==> src/design/dal_pkg.sv <==
// package for the dual converter serial loader: word layout, codes, timing, state.
// assumes a 20 MHz system clock and a slower serial link sampled by it.
package dal_pkg;

	localparam int CLK_PERIOD_NS = 50;
	localparam int T_REC_FULL_NS = 13000;
	localparam int T_REC_PART_NS = 1600;
	// least times, so round up to whole cycles
	localparam int REC_FULL_CYC_I = (T_REC_FULL_NS + CLK_PERIOD_NS - 1) / CLK_PERIOD_NS;
	localparam int REC_PART_CYC_I = (T_REC_PART_NS + CLK_PERIOD_NS - 1) / CLK_PERIOD_NS;
	localparam logic [8:0] REC_FULL_CYC = REC_FULL_CYC_I[8:0];
	localparam logic [8:0] REC_PART_CYC = REC_PART_CYC_I[8:0];

	localparam logic [4:0] WORD_BITS = 5'h10;
	localparam logic [4:0] CNT_MAX = 5'h1F;

	localparam logic [1:0] OP_BOTH_DIRECT = 2'h0;
	localparam logic [1:0] OP_INPUT_ONLY = 2'h1;
	localparam logic [1:0] OP_INPUT_TO_CONV = 2'h2;
	localparam logic [1:0] OP_CONV_DIRECT = 2'h3;

	typedef enum logic [1:0] {
		ST_IDLE = 2'h1,
		ST_FRAME = 2'h2
	} dal_state_e_t;

	// word as shifted, msb first
	typedef struct packed {
		logic ref_source_sel;
		logic spare;
		logic sync_load_both;
		logic powerdown_chan_b;
		logic powerdown_chan_a;
		logic chan_b_sel;
		logic load_op_hi;
		logic load_op_lo;
		logic [7:0] data;
	} dal_word_t;

	typedef struct packed {
		logic sclk_s1;
		logic sclk_s2;
		logic sclk_d;
		logic sync_s1;
		logic sync_s2;
		logic sync_d;
		logic din_s1;
		logic din_s2;
		dal_state_e_t st;
		logic [15:0] shift;
		logic [4:0] cnt;
		logic [7:0] in_a;
		logic [7:0] in_b;
		logic [7:0] conv_a;
		logic [7:0] conv_b;
		logic transparent;
		logic ref_ext;
		logic pd_a;
		logic pd_b;
		logic [8:0] rec_a;
		logic [8:0] rec_b;
		logic exec;
		logic discard;
	} dal_regs_t;

	localparam dal_regs_t RST_STATE = '{
		sclk_s1: 1'b0, sclk_s2: 1'b0, sclk_d: 1'b0,
		sync_s1: 1'b1, sync_s2: 1'b1, sync_d: 1'b1,
		din_s1: 1'b0, din_s2: 1'b0,
		st: ST_IDLE, shift: 16'h0000, cnt: 5'h00,
		in_a: 8'h00, in_b: 8'h00, conv_a: 8'h00, conv_b: 8'h00,
		transparent: 1'b1, ref_ext: 1'b0, pd_a: 1'b0, pd_b: 1'b0,
		rec_a: 9'h000, rec_b: 9'h000, exec: 1'b0, discard: 1'b0
	};

endpackage

==> src/design/dal_loader.sv <==
// serial input and load control of a dual 8-bit converter.
// assumes a three-wire host link (frame select low, clock, data) slower than clock.
`timescale 1ns/100ps

module dal_loader
	import dal_pkg::*;
(
	input wire logic clock,
	input wire logic rst,
	input wire logic sclk,
	input wire logic sync_n,
	input wire logic din,
	output logic [7:0] dac_a_code,
	output logic [7:0] dac_b_code,
	output logic ref_source_sel,
	output logic powerdown_chan_a,
	output logic powerdown_chan_b,
	output logic bias_enable,
	output logic chan_a_ready,
	output logic chan_b_ready,
	output logic latch_transparent,
	output logic word_done,
	output logic word_discard
);

	dal_regs_t r_reg;
	dal_regs_t r_next;
	dal_word_t w;
	logic sclk_rise;
	logic sync_fall;
	logic sync_rise;
	logic exec_go;

	assign w = dal_word_t'(r_reg.shift);
	assign sclk_rise = r_reg.sclk_s2 & ~r_reg.sclk_d;
	assign sync_fall = r_reg.sync_d & ~r_reg.sync_s2;
	assign sync_rise = ~r_reg.sync_d & r_reg.sync_s2;
	assign exec_go = (r_reg.st == ST_FRAME) && sync_rise && (r_reg.cnt == WORD_BITS);

	always_comb begin
		r_next = r_reg;
		r_next.exec = 1'b0;
		r_next.discard = 1'b0;
		// pins cross into the clock domain through two flops each
		r_next.sclk_s1 = sclk;
		r_next.sclk_s2 = r_reg.sclk_s1;
		r_next.sclk_d = r_reg.sclk_s2;
		r_next.sync_s1 = sync_n;
		r_next.sync_s2 = r_reg.sync_s1;
		r_next.sync_d = r_reg.sync_s2;
		r_next.din_s1 = din;
		r_next.din_s2 = r_reg.din_s1;
		if (r_reg.rec_a != 9'h000) begin
			r_next.rec_a = r_reg.rec_a - 9'h001;
		end
		if (r_reg.rec_b != 9'h000) begin
			r_next.rec_b = r_reg.rec_b - 9'h001;
		end
		case (r_reg.st)
			ST_IDLE: begin
				if (sync_fall) begin
					r_next.st = ST_FRAME;
					r_next.cnt = 5'h00;
				end
			end
			ST_FRAME: begin
				if (sclk_rise) begin
					r_next.shift = {r_reg.shift[14:0], r_reg.din_s2};
					// saturate so a long frame cannot wrap back to sixteen
					if (r_reg.cnt != CNT_MAX) begin
						r_next.cnt = r_reg.cnt + 5'h01;
					end
				end
				if (sync_rise) begin
					r_next.st = ST_IDLE;
					if (exec_go) begin
						r_next.exec = 1'b1;
						r_next.transparent = 1'b0;
						r_next.ref_ext = w.ref_source_sel;
						r_next.pd_a = w.powerdown_chan_a;
						r_next.pd_b = w.powerdown_chan_b;
						// wake time depends on whether the bias was off too
						if (r_reg.pd_a && !w.powerdown_chan_a) begin
							r_next.rec_a = (r_reg.pd_b) ? REC_FULL_CYC : REC_PART_CYC;
						end else if (w.powerdown_chan_a) begin
							r_next.rec_a = 9'h000;
						end
						if (r_reg.pd_b && !w.powerdown_chan_b) begin
							r_next.rec_b = (r_reg.pd_a) ? REC_FULL_CYC : REC_PART_CYC;
						end else if (w.powerdown_chan_b) begin
							r_next.rec_b = 9'h000;
						end
						if (w.sync_load_both) begin
							if (w.chan_b_sel) begin
								r_next.in_b = w.data;
							end else begin
								r_next.in_a = w.data;
							end
							r_next.conv_a = r_next.in_a;
							r_next.conv_b = r_next.in_b;
						end else begin
							case ({w.load_op_hi, w.load_op_lo})
								OP_BOTH_DIRECT: begin
									r_next.conv_a = w.data;
									r_next.conv_b = w.data;
								end
								OP_INPUT_ONLY: begin
									if (w.chan_b_sel) begin
										r_next.in_b = w.data;
									end else begin
										r_next.in_a = w.data;
									end
								end
								OP_INPUT_TO_CONV: begin
									if (w.chan_b_sel) begin
										r_next.conv_b = r_reg.in_b;
									end else begin
										r_next.conv_a = r_reg.in_a;
									end
								end
								default: begin
									if (w.chan_b_sel) begin
										r_next.conv_b = w.data;
									end else begin
										r_next.conv_a = w.data;
									end
								end
							endcase
						end
					end else begin
						r_next.discard = 1'b1;
					end
				end
			end
			default: begin
				r_next.st = ST_IDLE;
			end
		endcase
	end

	always_ff @(posedge clock) begin
		if (rst) begin
			r_reg <= RST_STATE;
		end else begin
			r_reg <= r_next;
		end
	end

	// power-down only gates the analog side, registers stay as they are
	assign dac_a_code = r_reg.conv_a;
	assign dac_b_code = r_reg.conv_b;
	assign ref_source_sel = r_reg.ref_ext;
	assign powerdown_chan_a = r_reg.pd_a;
	assign powerdown_chan_b = r_reg.pd_b;
	assign bias_enable = ~(r_reg.pd_a & r_reg.pd_b);
	assign chan_a_ready = ~r_reg.pd_a && (r_reg.rec_a == 9'h000);
	assign chan_b_ready = ~r_reg.pd_b && (r_reg.rec_b == 9'h000);
	assign latch_transparent = r_reg.transparent;
	assign word_done = r_reg.exec;
	assign word_discard = r_reg.discard;
endmodule

==> config.mk <==
export PLATFORM = sky130hd
export DESIGN_NAME = dal_loader
export DESIGN_NICKNAME = d
export VERILOG_FILES = /design/src/design/dal_pkg.sv /design/src/design/dal_loader.sv
export SDC_FILE = /design/constraint.sdc
export NUM_CORES = 1
export LEC_CHECK = 0
export BUFFER_PORTS_ARGS = -buffer_cell sky130_fd_sc_hd__buf_4
export CAP_MARGIN = 25
export CORE_UTILIZATION = 60
export CTS_CLUSTER_DIAMETER = 150
export DETAILED_ROUTE_END_ITERATION = 7
export PLACE_DENSITY = 0.8
export SLEW_MARGIN = 20
export SYNTH_ARGS = -nofsm -noshare
export SYNTH_HDL_FRONTEND = slang
export SYNTH_SLANG_ARGS = --single-unit
==> constraint.sdc <==
create_clock -name clock -period 4.5 [get_ports clock]
set_clock_uncertainty 0.15 [all_clocks]
set_input_delay 0.225 -clock clock [delete_from_list [all_inputs] [get_ports clock]]
set_output_delay 0.225 -clock clock [all_outputs]
set_load 0.1 [all_outputs]
==> impl_metrics.toml <==
[synthesis]
ys_dominant_reg_cell = "dfxtp_1"
synth_area_mm2 = 0.00380
ys.warnings.count = 0
postSynthAreaPerCell_um2 = 9.07
ys_seq_elements = 87
netlist_instances = 419
synthArstFlopShare_pct = 0
synth_seq_area_share_pct = 45.8
synth-edff-count = 0
synth.net_count = 430
yosys.cell_types.count = 53

[drt]
detail_route.iter0.violations = 94
postRouteWirelength_um = 7100
avgRoutedWirePerCell_um = 13.9
via_count = 2838
antenna_left = 0
drt_drc_violations_left = 0
detail_route.vias_per_cell = 5.54
number_of_iterations_in_the_first_detailed_routing_pass = 7

[setup_path]
crit_path_end_kind = "primary output"
cp.arrival_ps = 2200
worstSetupPathType = "flop to primary output"
crit_fanout = 6
critical_path_cell_with_the_highest_stage_delay = "or4b_1"
cp.required_ps = 4120
crit_path_start_kind = "flop"
worstPathCellList = "inv_1 > ha_1 > or4b_1 > nand2b_1 > nor2_1 > buf_4"
cp_slowest_stage_delay_ps = 520

[sta]
report.final.setup_viol = 0
setup_repair_after_global_routing_missed_its_margin = "false"
maxClockFrequency_mhz = 389
post-route-min-period_ps = 2570
fin_crit_sh_pct = 57.1
worst_slew_margin_rel_pct = 43.8
timing_worst_slew_pin_value_ps = 838
final_max_slew_viol_count = 0
finalHoldViolCount = 0
fin_tns_setup_ps = 0

[power]
power_per_standard_cell_area_mw_per_mm2 = 496
power_report.internal_total_mw = 1.43
worst_voltage_drop_across_the_vdd_grid_uv = 498
switching_power_of_the_nets_mw = 0.662
swShare_pct = 31.6
sequentialPowerShare_pct = 42.7
power.combinational.fraction_pct = 25.4
clock_power_share_pct = 31.9
power.leakage_nw = 1.71

[floorplanning]
core_mm2 = 0.00603
effective_utilization_at_floorplan_pct = 63.1
floorplan.rows = 28
dieArea_mm2 = 0.00666
die_height_um = 81.6
die-width_um = 81.6
ioPinCount = 30

[cells_and_area]
post_synthesis_to_final_layout_area_growth_pct = 11.3
finalNetCount = 443
number_of_flip_flops_in_the_largest_register = 44
finalInstanceArea_mm2 = 0.00423
antenna_cells = 0
layout_commonest_cell = "dfxtp_1"
post_route_cells_drive_above_1_share_pct = 15.8
layout.cells.most_common_list = "dfxtp_1 (87), nand2_1 (62), nor2_1 (54)"

[placement]
routabilityCongestion = 0.812
place_hpwl_um = 4720
port_buffers = 29
area_after_dpl_mm2 = 0.00394

[global_routing]
antenna_violations_before_repair = 0
maximum_number_of_pins_on_one_net_before_global_route_repair = 71
grt_pass1_vias = 2579
global_route_overflow = 0
grt_use_total_pct = 23.3
grt_pass1_wl_um = 11700

[clock_network]
cts_root_buffer = "clkbuf_8"
cts_tree = "yes"
cts.sink_count = 87
clk_pin_slew_ps = 90
cts-htree-levels = 3
source_to_sink_clock_delay_at_the_later_pin_of_the_worst_skew_pair_ps = 350
max-clock-path-buffers = 2
numCtsBuffers = 9
cts-hold-fix-buffers = 3
postCtsSetupBuffers = 0
post_cts.resized_instances = 0

[worst_hold_path]
worst_hold_path_type = "primary input to flop"

[status]
status = "finished, final reports clean"

[job]
cap_violations = 0
## power groups by stage
stage               logic [mW]  registers (mW)  clock network, mW
floorplan                0.448           0.897                  0
global placement         0.515           0.907                  0
detailed placement       0.531           0.913                  0
CTS                      0.537           0.894              0.678
global route             0.589           0.905              0.712
finish                   0.533           0.895              0.668
## synthesized netlist by cell type (3+ instances only)
cell | number | area, µm²
xnor2_1 | 9 | 78.8
nor4bb_1 | 3 | 30.0
clkbuf_1 | 10 | 37.5
nor2_1 | 54 | 203
o21ai_1 | 4 | 20.0
nand4bb_1 | 3 | 33.8
nand3_1 | 4 | 20.0
ha_1 | 6 | 75.1
a311oi_1 | 8 | 70.1
nand2_1 | 62 | 233
buf_2 | 5 | 25.0
nor2b_1 | 7 | 43.8
inv_1 | 10 | 37.5
a211oi_1 | 13 | 97.6
dfxtp_1 | 87 | 1740
a21oi_1 | 26 | 130
buf_4 | 18 | 135
or3_1 | 4 | 25.0
nor3_1 | 7 | 35.0
or2_2 | 6 | 37.5
nand2b_1 | 3 | 18.8
mux2i_1 | 27 | 270
## metrics by stage
stage | instances | utilization [%] | hold WS (ps) | power [mW] | setup WS, ps
after global routing | 512 | 70.2 | 252 | 2.21 | 1710
after detailed placement | 492 | 65.4 | 243 | 1.44 | 2240
after global placement | 492 | 65.4 | 244 | 1.42 | 2350
after CTS | 511 | 70.1 | 221 | 2.11 | 1900
final | 512 | 70.2 | 236 | 2.10 | 1930
after floorplan | 419 | - | 179 | 1.35 | 1540
## per-layer routing
metal  vias up  share of wire, %  global-route usage, %
met5         -                 0                      0
met4         0               1.8                   9.82
met3        14               2.6                   4.67
met2        45                50                   40.7
met1      1322                46                   27.9
li1       1457                 -                      -
## worst max-delay path: cells and delay by family, from the launching register on
family,cells,cell delay (ps)
adders and majority gates,1,250
buffers and inverters,2,370
DFF,1,340
and+or+nand+nor,3,890
## cell type report
| cell class | count | area [µm²] |
|---|---|---|
| inverters | 11 | 41.3 |
| fillers | 473 | 1800 |
| clock buffers | 10 | 138 |
| flip-flops and latches | 87 | 1740 |
| well taps | 75 | 93.8 |
| clock inverters | 6 | 115 |
| repair buffers | 36 | 278 |
| multi-input cells | 287 | 1820 |
## kinds of logic after synthesis
family	after synthesis	synth area share (%)
and+or+nand+nor	171	21.9
DFF	87	45.8
AOI/OAI and AO/OA	71	13.9
buffers and inverters	45	6.39
muxes	28	7.41
xor gates and xnor gates	11	2.54
adders and majority gates	6	1.98
## worst paths after layout
path	from	to	depth (start not counted)	slack, ps
setup reg to reg	r_reg[77]	r_reg[56]	4	2270
setup / recovery	r_reg[11]	chan_a_ready	6	1930
hold / removal	rst	r_reg[52]	2	240
hold reg to reg	r_next[82]	r_next[81]	1	270
(Power assumes the default switching activity.)
